File: config.mk
export PLATFORM = sky130hd
export DESIGN_NAME = auto_reload_timer
export DESIGN_NICKNAME = d
export VERILOG_FILES = /design/src/logic/timer3_pkg.sv /design/src/logic/auto_reload_timer.sv /design/src/logic/timer_prescaler.sv
export SDC_FILE = /design/constraint.sdc
export NUM_CORES = 1
export LEC_CHECK = 0
export BUFFER_PORTS_ARGS = -buffer_cell sky130_fd_sc_hd__buf_2
export CAP_MARGIN = 20
export CORE_MARGIN = 2
export CORE_UTILIZATION = 48
export DETAILED_ROUTE_END_ITERATION = 10
export PLACE_DENSITY = 0.75
export SKIP_CTS_REPAIR_TIMING = 1
export SLEW_MARGIN = 20
export SYNTH_ARGS = -nofsm -noshare
export SYNTH_HDL_FRONTEND = slang
export SYNTH_SLANG_ARGS = --single-unit
File: constraint.sdc
create_clock -name clock -period 1.8 [get_ports clock]
set_input_delay 0.18 -clock clock [delete_from_list [all_inputs] [get_ports clock]]
set_output_delay 0.18 -clock clock [all_outputs]
set_load 0.02 [all_outputs]
File: src/logic/timer3_pkg.sv
// constants and carrier types for the auto-reload timer
// assumes a 32-bit AXI4-Lite register bus and one synchronous clock domain
package timer3_pkg;

   // -----------------------------------------
   // register indices
   // -----------------------------------------
   localparam logic [7:0] IDX_CONTROL     = 8'hC4;  // timer3_control
   localparam logic [7:0] IDX_RELOAD_LOW  = 8'hC5;  // timer3_reload_low
   localparam logic [7:0] IDX_RELOAD_HIGH = 8'hC6;  // timer3_reload_high

   // -----------------------------------------
   // byte addresses on the bus
   // -----------------------------------------
   localparam logic [11:0] ADDR_CONTROL     = {2'h0, IDX_CONTROL, 2'h0};
   localparam logic [11:0] ADDR_RELOAD_LOW  = {2'h0, IDX_RELOAD_LOW, 2'h0};
   localparam logic [11:0] ADDR_RELOAD_HIGH = {2'h0, IDX_RELOAD_HIGH, 2'h0};
   localparam logic [11:0] ADDR_IRQ_STATUS  = 12'h320;  // sticky events, w1c
   localparam logic [11:0] ADDR_IRQ_MASK    = 12'h324;  // event mask
   localparam logic [11:0] ADDR_INT_ENABLE  = 12'h328;  // timer3_interrupt_enable
   localparam logic [11:0] ADDR_COUNT       = 12'h32C;  // live counter, read only

   // -----------------------------------------
   // field positions
   // -----------------------------------------
   localparam int CTRL_FLAG_BIT = 4;  // timer3_overflow_flag
   localparam int CTRL_RUN_BIT  = 3;  // timer3_run
   localparam int CTRL_PS_LSB   = 0;  // timer3_prescale_select
   localparam int PS_W          = 3;  // prescale select width
   localparam int PRE_W         = 7;  // prescaler counter width, up to 1/128
   localparam int CNT_W         = 16; // timer width
   localparam int STAT_OVF_BIT  = 0;  // overflow event in status and mask

   // -----------------------------------------
   // reset values and limits
   // -----------------------------------------
   localparam logic [7:0]       RELOAD_RESET = 8'h00;
   localparam logic [CNT_W-1:0] COUNT_RESET  = 16'h0000;
   localparam logic [CNT_W-1:0] COUNT_TOP    = 16'hFFFF;
   localparam logic [1:0]       RESP_OKAY    = 2'h0;
   localparam logic [1:0]       RESP_SLVERR  = 2'h2;

   // -----------------------------------------
   // carrier types
   // -----------------------------------------
   typedef struct packed {
      logic            flag;  // overflow flag
      logic            run;   // run control
      logic [PS_W-1:0] ps;    // prescale select
   } ctrl_t;

   localparam ctrl_t CTRL_RESET = '{flag: 1'b0, run: 1'b0, ps: 3'h0};

endpackage

File: src/logic/auto_reload_timer.sv
// sixteen-bit auto-reload up-counter with prescaler, AXI4-Lite registers
// assumes one clock; isr_enter comes from the CPU core on the same clock
//
// Behaviour
// - one sixteen-bit counter, up only, auto-reload
// - select divides by one up to 128
// - counter halts when run is zero
// - rollover sets flag, loads reload value
// - flag and enable request the timer interrupt
// - entering service routine clears the flag
// - reload held in low and high bytes
// - overflow offered as serial baud source
`timescale 1ns/1ps
`default_nettype none

module auto_reload_timer
   import timer3_pkg::*;
#(
   parameter int ADDR_W = 12
) (
   // clock and reset
   input  wire logic              clock,
   input  wire logic              sys_rst,
   // write address channel
   input  wire logic [ADDR_W-1:0] s_axi_awaddr,
   input  wire logic              s_axi_awvalid,
   output logic                   s_axi_awready,
   // write data channel
   input  wire logic [31:0]       s_axi_wdata,
   input  wire logic [3:0]        s_axi_wstrb,
   input  wire logic              s_axi_wvalid,
   output logic                   s_axi_wready,
   // write response channel
   output logic [1:0]             s_axi_bresp,
   output logic                   s_axi_bvalid,
   input  wire logic              s_axi_bready,
   // read address channel
   input  wire logic [ADDR_W-1:0] s_axi_araddr,
   input  wire logic              s_axi_arvalid,
   output logic                   s_axi_arready,
   // read data channel
   output logic [31:0]            s_axi_rdata,
   output logic [1:0]             s_axi_rresp,
   output logic                   s_axi_rvalid,
   input  wire logic              s_axi_rready,
   // cpu interrupt link
   input  wire logic              isr_enter,
   output logic                   timer3_irq_request,
   // system interrupt
   output logic                   irq,
   // serial port baud source
   output logic                   baud_tick
);

   // -----------------------------------------
   // state and prescaler
   // -----------------------------------------
   ctrl_t             ctrl_reg;       // timer3_control fields
   ctrl_t             ctrl_next;
   logic [7:0]        rl_low_reg;     // timer3_reload_low
   logic [7:0]        rl_high_reg;    // timer3_reload_high
   logic [CNT_W-1:0]  cnt_reg;        // the counter itself
   logic [CNT_W-1:0]  cnt_next;
   logic              ie_reg;         // timer3_interrupt_enable
   logic              stat_reg;       // sticky overflow event
   logic              stat_next;
   logic              mask_reg;       // event mask
   logic              baud_reg;       // registered baud pulse
   // bus slave state
   logic              aw_have_reg;    // write address held
   logic [ADDR_W-1:0] aw_addr_reg;    // held write address
   logic              w_have_reg;     // write data held
   logic [31:0]       w_data_reg;     // held write data
   logic [3:0]        w_strb_reg;     // held byte enables
   logic              bvalid_reg;     // write answer pending
   logic [1:0]        bresp_reg;      // write answer code
   logic              rvalid_reg;     // read answer pending
   logic [31:0]       rdata_reg;      // read answer data
   logic [1:0]        rresp_reg;      // read answer code

   // prescaler, restarted whenever run rises
   logic pre_tick;  // one-cycle enable for the counter
   timer_prescaler #(.W (PRE_W)) u_prescaler (
      .clock   (clock),
      .sys_rst (sys_rst),
      .enable  (ctrl_reg.run),
      .select  (ctrl_reg.ps),
      .tick    (pre_tick)
   );

   // -----------------------------------------
   // write path decode
   // -----------------------------------------
   logic wr_fire;       // both halves held, perform write
   logic wr_lane0;      // low byte enabled
   logic wr_ctrl;       // write to control
   logic wr_rl_low;     // write to reload low
   logic wr_rl_high;    // write to reload high
   logic wr_stat;       // write to status
   logic wr_mask;       // write to mask
   logic wr_ie;         // write to interrupt enable
   logic wr_hit;        // address is mapped
   logic aw_fire;       // write address taken
   logic w_fire;        // write data taken

   // channels take their halves independently; both stall while answer waits
   assign s_axi_awready = !aw_have_reg && !bvalid_reg;
   assign s_axi_wready  = !w_have_reg && !bvalid_reg;
   assign aw_fire       = s_axi_awvalid && s_axi_awready;
   assign w_fire        = s_axi_wvalid && s_axi_wready;
   assign wr_fire       = aw_have_reg && w_have_reg;
   assign wr_lane0      = w_strb_reg[0];

   // all writable registers are one byte or less, so only lane zero writes
   assign wr_ctrl    = wr_fire && wr_lane0 && (aw_addr_reg == ADDR_CONTROL);
   assign wr_rl_low  = wr_fire && wr_lane0 && (aw_addr_reg == ADDR_RELOAD_LOW);
   assign wr_rl_high = wr_fire && wr_lane0 && (aw_addr_reg == ADDR_RELOAD_HIGH);
   assign wr_stat    = wr_fire && wr_lane0 && (aw_addr_reg == ADDR_IRQ_STATUS);
   assign wr_mask    = wr_fire && wr_lane0 && (aw_addr_reg == ADDR_IRQ_MASK);
   assign wr_ie      = wr_fire && wr_lane0 && (aw_addr_reg == ADDR_INT_ENABLE);
   assign wr_hit     = (aw_addr_reg == ADDR_CONTROL) || (aw_addr_reg == ADDR_RELOAD_LOW)
                    || (aw_addr_reg == ADDR_RELOAD_HIGH) || (aw_addr_reg == ADDR_IRQ_STATUS)
                    || (aw_addr_reg == ADDR_IRQ_MASK) || (aw_addr_reg == ADDR_INT_ENABLE)
                    || (aw_addr_reg == ADDR_COUNT);

   // -----------------------------------------
   // counter, control and reload
   // -----------------------------------------
   logic             ovf_evt;     // rollover this cycle
   logic [CNT_W-1:0] reload_val;  // sixteen-bit reload image

   assign reload_val = {rl_high_reg, rl_low_reg};
   assign ovf_evt    = pre_tick && (cnt_reg == COUNT_TOP);
   // step only on a prescaler tick; tick is never high while halted
   assign cnt_next   = !pre_tick ? cnt_reg
                     : ovf_evt   ? reload_val
                     : CNT_W'(cnt_reg + 1'b1);

   // counter register, no software write path
   always_ff @(posedge clock) begin
      if (sys_rst) begin
         cnt_reg <= COUNT_RESET;
      end else begin
         cnt_reg <= cnt_next;
      end
   end

   // rollover beats service entry, which beats a software write,
   // so an overflow in the clearing cycle is never lost
   always_comb begin
      ctrl_next = ctrl_reg;
      if (wr_ctrl) begin
         ctrl_next.run = w_data_reg[CTRL_RUN_BIT];
         ctrl_next.ps  = w_data_reg[CTRL_PS_LSB +: PS_W];
         ctrl_next.flag = w_data_reg[CTRL_FLAG_BIT];
      end
      if (isr_enter) begin
         ctrl_next.flag = 1'b0;
      end
      if (ovf_evt) begin
         ctrl_next.flag = 1'b1;
      end
   end

   // control and enable registers
   always_ff @(posedge clock) begin
      if (sys_rst) begin
         ctrl_reg <= CTRL_RESET;
         ie_reg   <= 1'b0;
      end else begin
         ctrl_reg <= ctrl_next;
         if (wr_ie) begin
            ie_reg <= w_data_reg[0];
         end
      end
   end

   // no guard against writes while running; software must halt first
   always_ff @(posedge clock) begin
      if (sys_rst) begin
         rl_low_reg  <= RELOAD_RESET;
         rl_high_reg <= RELOAD_RESET;
      end else begin
         if (wr_rl_low) begin
            rl_low_reg <= w_data_reg[7:0];
         end
         if (wr_rl_high) begin
            rl_high_reg <= w_data_reg[7:0];
         end
      end
   end

   // -----------------------------------------
   // interrupts and baud source
   // -----------------------------------------
   // write one clears; a same-cycle event keeps the bit set
   assign stat_next = (stat_reg && !(wr_stat && w_data_reg[STAT_OVF_BIT])) || ovf_evt;
   assign irq                = stat_reg && mask_reg;
   assign timer3_irq_request = ctrl_reg.flag && ie_reg;
   assign baud_tick          = baud_reg;

   // status, mask and baud pulse
   always_ff @(posedge clock) begin
      if (sys_rst) begin
         stat_reg <= 1'b0;
         mask_reg <= 1'b0;
         baud_reg <= 1'b0;
      end else begin
         stat_reg <= stat_next;
         baud_reg <= ovf_evt;
         if (wr_mask) begin
            mask_reg <= w_data_reg[STAT_OVF_BIT];
         end
      end
   end

   // -----------------------------------------
   // write answer and read path
   // -----------------------------------------
   always_ff @(posedge clock) begin
      if (sys_rst) begin
         aw_have_reg <= 1'b0;
         aw_addr_reg <= '0;
         w_have_reg  <= 1'b0;
         w_data_reg  <= '0;
         w_strb_reg  <= '0;
         bvalid_reg  <= 1'b0;
         bresp_reg   <= RESP_OKAY;
      end else begin
         // hold address until the pair completes
         if (aw_fire) begin
            aw_have_reg <= 1'b1;
            aw_addr_reg <= s_axi_awaddr;
         end
         // hold data until the pair completes
         if (w_fire) begin
            w_have_reg <= 1'b1;
            w_data_reg <= s_axi_wdata;
            w_strb_reg <= s_axi_wstrb;
         end
         // pair done: answer, unmapped gets an error
         if (wr_fire) begin
            aw_have_reg <= 1'b0;
            w_have_reg  <= 1'b0;
            bvalid_reg  <= 1'b1;
            bresp_reg   <= wr_hit ? RESP_OKAY : RESP_SLVERR;
         end else if (bvalid_reg && s_axi_bready) begin
            bvalid_reg <= 1'b0;
         end
      end
   end

   assign s_axi_bvalid = bvalid_reg;
   assign s_axi_bresp  = bresp_reg;

   logic [31:0] rd_word;  // decoded read value
   logic        rd_hit;   // address is mapped
   logic        ar_fire;  // read address taken

   assign s_axi_arready = !rvalid_reg;
   assign ar_fire       = s_axi_arvalid && s_axi_arready;
   assign rd_hit = (s_axi_araddr == ADDR_CONTROL) || (s_axi_araddr == ADDR_RELOAD_LOW)
                || (s_axi_araddr == ADDR_RELOAD_HIGH) || (s_axi_araddr == ADDR_IRQ_STATUS)
                || (s_axi_araddr == ADDR_IRQ_MASK) || (s_axi_araddr == ADDR_INT_ENABLE)
                || (s_axi_araddr == ADDR_COUNT);
   // serial-port bits of control are not held here and read zero
   assign rd_word =
        (s_axi_araddr == ADDR_CONTROL)     ? {27'h0, ctrl_reg}
      : (s_axi_araddr == ADDR_RELOAD_LOW)  ? {24'h0, rl_low_reg}
      : (s_axi_araddr == ADDR_RELOAD_HIGH) ? {24'h0, rl_high_reg}
      : (s_axi_araddr == ADDR_IRQ_STATUS)  ? {31'h0, stat_reg}
      : (s_axi_araddr == ADDR_IRQ_MASK)    ? {31'h0, mask_reg}
      : (s_axi_araddr == ADDR_INT_ENABLE)  ? {31'h0, ie_reg}
      : (s_axi_araddr == ADDR_COUNT)       ? {16'h0, cnt_reg}
      : 32'h0000_0000;

   // read answer registers
   always_ff @(posedge clock) begin
      if (sys_rst) begin
         rvalid_reg <= 1'b0;
         rdata_reg  <= '0;
         rresp_reg  <= RESP_OKAY;
      end else begin
         if (ar_fire) begin
            rvalid_reg <= 1'b1;
            rdata_reg  <= rd_word;
            rresp_reg  <= rd_hit ? RESP_OKAY : RESP_SLVERR;
         end else if (rvalid_reg && s_axi_rready) begin
            rvalid_reg <= 1'b0;
         end
      end
   end

   assign s_axi_rvalid = rvalid_reg;
   assign s_axi_rdata  = rdata_reg;
   assign s_axi_rresp  = rresp_reg;
endmodule

`default_nettype wire

File: src/logic/timer_prescaler.sv
// power-of-two clock-enable divider for the timer
// assumes select is held from a register in the same clock domain
`timescale 1ns/1ps
`default_nettype none

module timer_prescaler
   import timer3_pkg::*;
#(
   parameter int W = PRE_W
) (
   // clock and reset
   input  wire logic            clock,
   input  wire logic            sys_rst,
   // control
   input  wire logic            enable,
   input  wire logic [PS_W-1:0] select,
   // output
   output logic                 tick
);

   // -----------------------------------------
   // divider
   // -----------------------------------------
   logic [W-1:0] div_reg;   // free count while enabled
   logic [W-1:0] div_next;  // next count
   logic [W-1:0] div_mask;  // low bits that must be all ones

   // mask of 2^select - 1; select 0 gives an empty mask, a tick each cycle
   assign div_mask = W'((1 << select) - 1);
   assign tick     = enable && ((div_reg & div_mask) == div_mask);
   // halted divider restarts from zero so the first period is whole
   assign div_next = enable ? W'(div_reg + 1'b1) : '0;

   // divider register
   always_ff @(posedge clock) begin
      if (sys_rst) begin
         div_reg <= '0;
      end else begin
         div_reg <= div_next;
      end
   end

endmodule

`default_nettype wire

Word-level counts from Yosys, hierarchy flattened
Cells that the tools add are included.
Widths: inputs -> output; s select.

word-level totals
  bits in read-only memories = 0
  bits in writable memories = 0
  memories kept = 0
  flip-flop bits (word level) = 109
  output and inout bits = 44
  logic and storage cells = 104
  bits in latches = 0

cells by class
  $add $sub $neg = 3
  reductions and logical operators = 44
  muxes and demuxes = 17
  equal/unequal tests = 16
  multipliers = 0
  magnitude comparators = 0
  bitwise operators = 2
  div/mod/pow operators = 0
  shift operators = 1

operator list
  operator               count
  $eq 12x10->1 const B   14
  $mux 16                8
  $logic_and 1x1->1      21
  $add 16x1->16 const B  1
  $eq 16x16->1 const B   1
  $logic_or 1x1->1       13
  $add 7x1->7 const B    1
  $and 7x7->7            1
  $eq 7x7->1             1
  $shl 1x3->7 const A    1
  $sub 7x2->7 const B    1
  $mux 1                 6
  $logic_not 1->1        5
  $mux 5                 1
  $mux 2                 2
  $reduce_bool 2->1      2
  $reduce_or 2->1        2
  $reduce_bool 3->1      1
  $not 1->1              1

Longest topological paths before layout
  word-level depth = 8
  gate-level depth with buffers = 7

By module
Synthesis repeated with hierarchy kept, for this count alone.

unflattened totals
  cell total of the unflattened synthesis = 531
  area total of the unflattened synthesis = 4438.0 sq um

by module, submodules not included
  module             sequential area each (sq um)  cells each  area an instance (sq um)  times used
  auto_reload_timer  1681.6                        493         4113.9                    1
  timer_prescaler    140.1                         38          324.1                     1

Worst setup path before layout
OpenSTA, ideal clock, no wires.

  kind = flip-flop to flip-flop
  start = register cnt_reg[0]
  end = register cnt_reg[13]
  cell stages (with the launch flop) = 8
  buffers on the path = 1
  setup slack = 0.047 ns
  arrival time = 1.667 ns
  data required time = 1.714 ns
  period minus slack after synthesis = 1.753 ns
  cells stage by stage = dfxtp_1 ha_1 nand3_2 nor3_4 and2_2 buf_6 o211ai_1 a221oi_2

between the ends
  longest elaborated chain between the ends = 3
  elaborated cells on any way between the ends = 4
  classes of those cells = add/sub: 1; eq/ne: 1; mux: 1; reduce/logical: 1

RTL lines
  element                                                RTL line                  RTL
  start: declaration                                     auto_reload_timer.sv:62   logic [CNT_W-1:0] cnt_reg;
  start signal: assignment                               auto_reload_timer.sv:144  cnt_reg <= cnt_next;
  branches (longest 2 deep; another with $add 16x1->16)  n/a
  $mux 16 (*)                                            auto_reload_timer.sv:136  : ovf_evt ? reload_val

Mark *: on every way between the ends.
A chain may end at the register's enable or synchronous reset.

Worst setup path in the final report
  start = register u_prescaler.div_reg[4]
  end = register cnt_reg[0]

between the ends
  longest elaborated chain between the ends = 5

RTL lines
  element                   RTL line                  RTL
  start: declaration        timer_prescaler.sv:24     logic [W-1:0] div_reg;
  start signal: assignment  timer_prescaler.sv:39     div_reg <= div_next;
  $and 7x7->7 (*)           timer_prescaler.sv:30     assign tick = enable && ((div_reg & div_mask) == div_mask);
  $eq 7x7->1 (*)            timer_prescaler.sv:30
  $logic_and 1x1->1 (*)     timer_prescaler.sv:30
  $logic_and 1x1->1         auto_reload_timer.sv:133  assign ovf_evt = pre_tick && (cnt_reg == COUNT_TOP);
  $mux 16                   auto_reload_timer.sv:136

Every way passes the cells marked *; elsewhere a longest branch is shown, timed or not.

==> results.sh <==
export IMPL_status="finished, violations left"
export IMPL_violations="negative hold slack"
export IMPL_diodes=0
export IMPL_synthCells=528
export IMPL_startpoint_type="flip-flop"
export IMPL_syn_cell_area_um2=4380
export IMPL_timing_fmax_mhz=572
export IMPL_slowest_stage="or4_1"
export IMPL_grt_pass1_vias=3885
export IMPL_via_per_inst=5.71
export IMPL_worstReg2RegEnd="cnt_reg[0]"
export IMPL_placed_area_um2=5000
export IMPL_grt_util_all_layers_pct=23.7
export IMPL_ant_nets=0
export IMPL_cts_buffer_depth=2
export IMPL_worstSkewPairLatency_ns=0.38
export IMPL_final_layout_size_suffix_gt1_share_pct=25.8
export IMPL_io_buffers=66
export IMPL_ys_async_sr_fraction_pct=0
export IMPL_fin_area_um2=5320
export IMPL_start_util_pct=49.9
export IMPL_slowest_delay_ns=0.51
export IMPL_tightest_slew_ns=0.506
export IMPL_ff2ff_path_depth=5
export IMPL_hold_path_class="input port to flip-flop"
export IMPL_antenna_found_initial=0
export IMPL_grt_overflow=0
export IMPL_seq_area_frac_synth_pct=41.6
export IMPL_drcViolationCount=0
export IMPL_rr_startpoint="u_prescaler.div_reg[4]"
export IMPL_yosysTopAreaCellShare_pct=41.6
export IMPL_worstHoldStart="s_axi_rready"
export IMPL_clk_pin_slew_ns=0.09
export IMPL_critical_path_class="flip-flop to flip-flop"
export IMPL_avgSynthCellArea_um2=8.29
export IMPL_fin_util_pct=60.7
export IMPL_ys_ff_latch=91
export IMPL_chipWidth_um=99.5
export IMPL_ir_worst_vdd_mv=0.489
export IMPL_cts_root_buf="clkbuf_8"
export IMPL_leakagePower_nw=2.23
export IMPL_crit_arrival_ns=2.05
export IMPL_cts_htree_levels=3
export IMPL_cp_cell_sequence="nand2_1, and2_4, o31a_4, or4_1, a31oi_1"
export IMPL_total_power_mw=3.87
export IMPL_dp_hpwl_um=8440
export IMPL_min_period_over_period_pct=97.1
export IMPL_cts_sinks=91
export IMPL_drt_iter0_drc=263
export IMPL_crit_fanout=5
export IMPL_hold_end="s_axi_rvalid"
export IMPL_die_h_um=99.5
export IMPL_rrSetupSlack_ns=0.05
export IMPL_hold_viol_final=1
export IMPL_yosysTopAreaCell="dfxtp_1"
export IMPL_top_level_ports=112
export IMPL_period_minus_slack_ns=1.75
export IMPL_first_pass_iters=5
export IMPL_setup_violations=0
export IMPL_wl_per_cell_um=15.9
export IMPL_numCtsBuffers=9
export IMPL_grt_first_pass_wirelength_um=18900
export IMPL_rows=34
export IMPL_gp_congestion=0.899
export IMPL_tritoncts="done"
export IMPL_area_growth_pct=21.4
export IMPL_grt_max_degree=74
export IMPL_setup_tns_final_ns=0
export IMPL_vias=4227
export IMPL_maxSlewHeadroom_pct=66.2
export IMPL_nets=697
export IMPL_die_area_um2=9900
export IMPL_worstHoldPathCells=2
export IMPL_yosys_top_cells_area="dfxtp_1, a21oi_1, nand2_1, mux2i_1, nor2_1"
export IMPL_core_um2=8760
export IMPL_crit_path_end_kind="flip-flop"
export IMPL_synth_edff_count=0
export IMPL_drv_slew=0
export IMPL_powerDensity_nw_per_um2=729
export IMPL_synth_cell_types=65
export IMPL_synth_top_flop_cell="dfxtp_1"
export IMPL_routed_wl_um=11800
export IMPL_cap_violations=0
export IMPL_finalClockSkew_ns=0.0138
export IMPL_hold_worst_slack_ns=-0.0199
export IMPL_required_ns=2.11
export IMPL_ys_warn_count=0
worst max path at each step:
stage	start	end	slack (ns)
final	u_prescaler.div_reg[4]	cnt_reg[0]	0.05
after global routing	cnt_reg[5]	cnt_reg[4]	-0.03
after CTS	ctrl_reg[1]	cnt_reg[8]	-0.08
after detailed placement	ctrl_reg[1]	cnt_reg[11]	-0.02
after global placement	u_prescaler.div_reg[4]	cnt_reg[0]	0.04
after floorplan	cnt_reg[0]	cnt_reg[13]	0.05
Yosys cell counts (all sizes together), types with 5 or more instances:
master,count
a21oi,67
a311oi,5
a32o,5
and2,6
buf,25
clkbuf,19
dfxtp,91
inv,11
mux2i,24
nand2,83
nand2b,8
nand3,27
nand4,5
nor2,43
nor2b,6
nor3,14
nor4,6
o211ai,5
o21ai,17
metal layers:
metal	up-vias	wire (um)	part of all wire [%]	GRT usage, %
met3	21	827	7.0	5.06
li1	2048	-	-	-
met1	1980	5260	45	31.7
met2	178	5430	46	37.9
met5	-	0	0	0
met4	0	235	2.0	8.43
worst max-delay path: cells and delay by family, from the launching register on:
| kind | cells | cell delay [ns] |
|---|---|---|
| and+or+nand+nor | 3 | 0.77 |
| AOI/OAI and AO/OA | 2 | 0.55 |
| DFF | 1 | 0.36 |
cell type report:
cell class,count,area (um^2)
inverter,11,41.3
fill,782,3450
clock buffer,10,128
tap,108,135
sequential,91,1830
multi-input combinational,400,2390
clock inverter,6,73.8
timing repair buffer,114,723
kinds of logic (layout without fill, tap and decap cells):
logic type | after synthesis | in the layout | share of synthesized area [%]
AOI/OAI and AO/OA | 132 | 133 | 18.9
xor gates and xnor gates | 3 | 3 | 0.600
adders and majority gates | 2 | 2 | 0.572
buffers and inverters | 55 | 141 | 6.75
DFF | 91 | 91 | 41.6
muxes | 26 | 26 | 6.00
other | 1 | 18 | 0.0857
and+or+nand+nor | 218 | 218 | 25.5
cells in the final DEF (no fill, tap or decap), types with 17 or more instances in the layout:
cell,instances
a21oi_1,67
buf_4,44
nand3_1,23
conb_1,18
nor2_1,42
dfxtp_1,87
o21ai_0,17
nand2_1,83
buf_2,66
mux2i_1,24
power breakdown:
group / internal [mW] / total [mW] / switching (mW)
combinational: 0.116 / 0.343 / 0.226
sequential: 2.06 / 2.10 / 0.0456
clock: 0.660 / 1.43 / 0.768
stage by stage:
| step | hold slack [ns] | std cells | worst slack, ns |
|---|---|---|---|
| 2_1_floorplan | 0.279 | 545 | 0.0468 |
| 3_3_place_gp | 0.369 | 718 | 0.0383 |
| 3_5_place_dp | 0.365 | 718 | -0.0166 |
| 4_1_cts | -0.0221 | 734 | -0.0835 |
| 5_1_grt | 0.00395 | 740 | -0.0254 |
| 6_report | -0.0199 | 740 | 0.0525 |
Power figures use the tool's default switching activity.
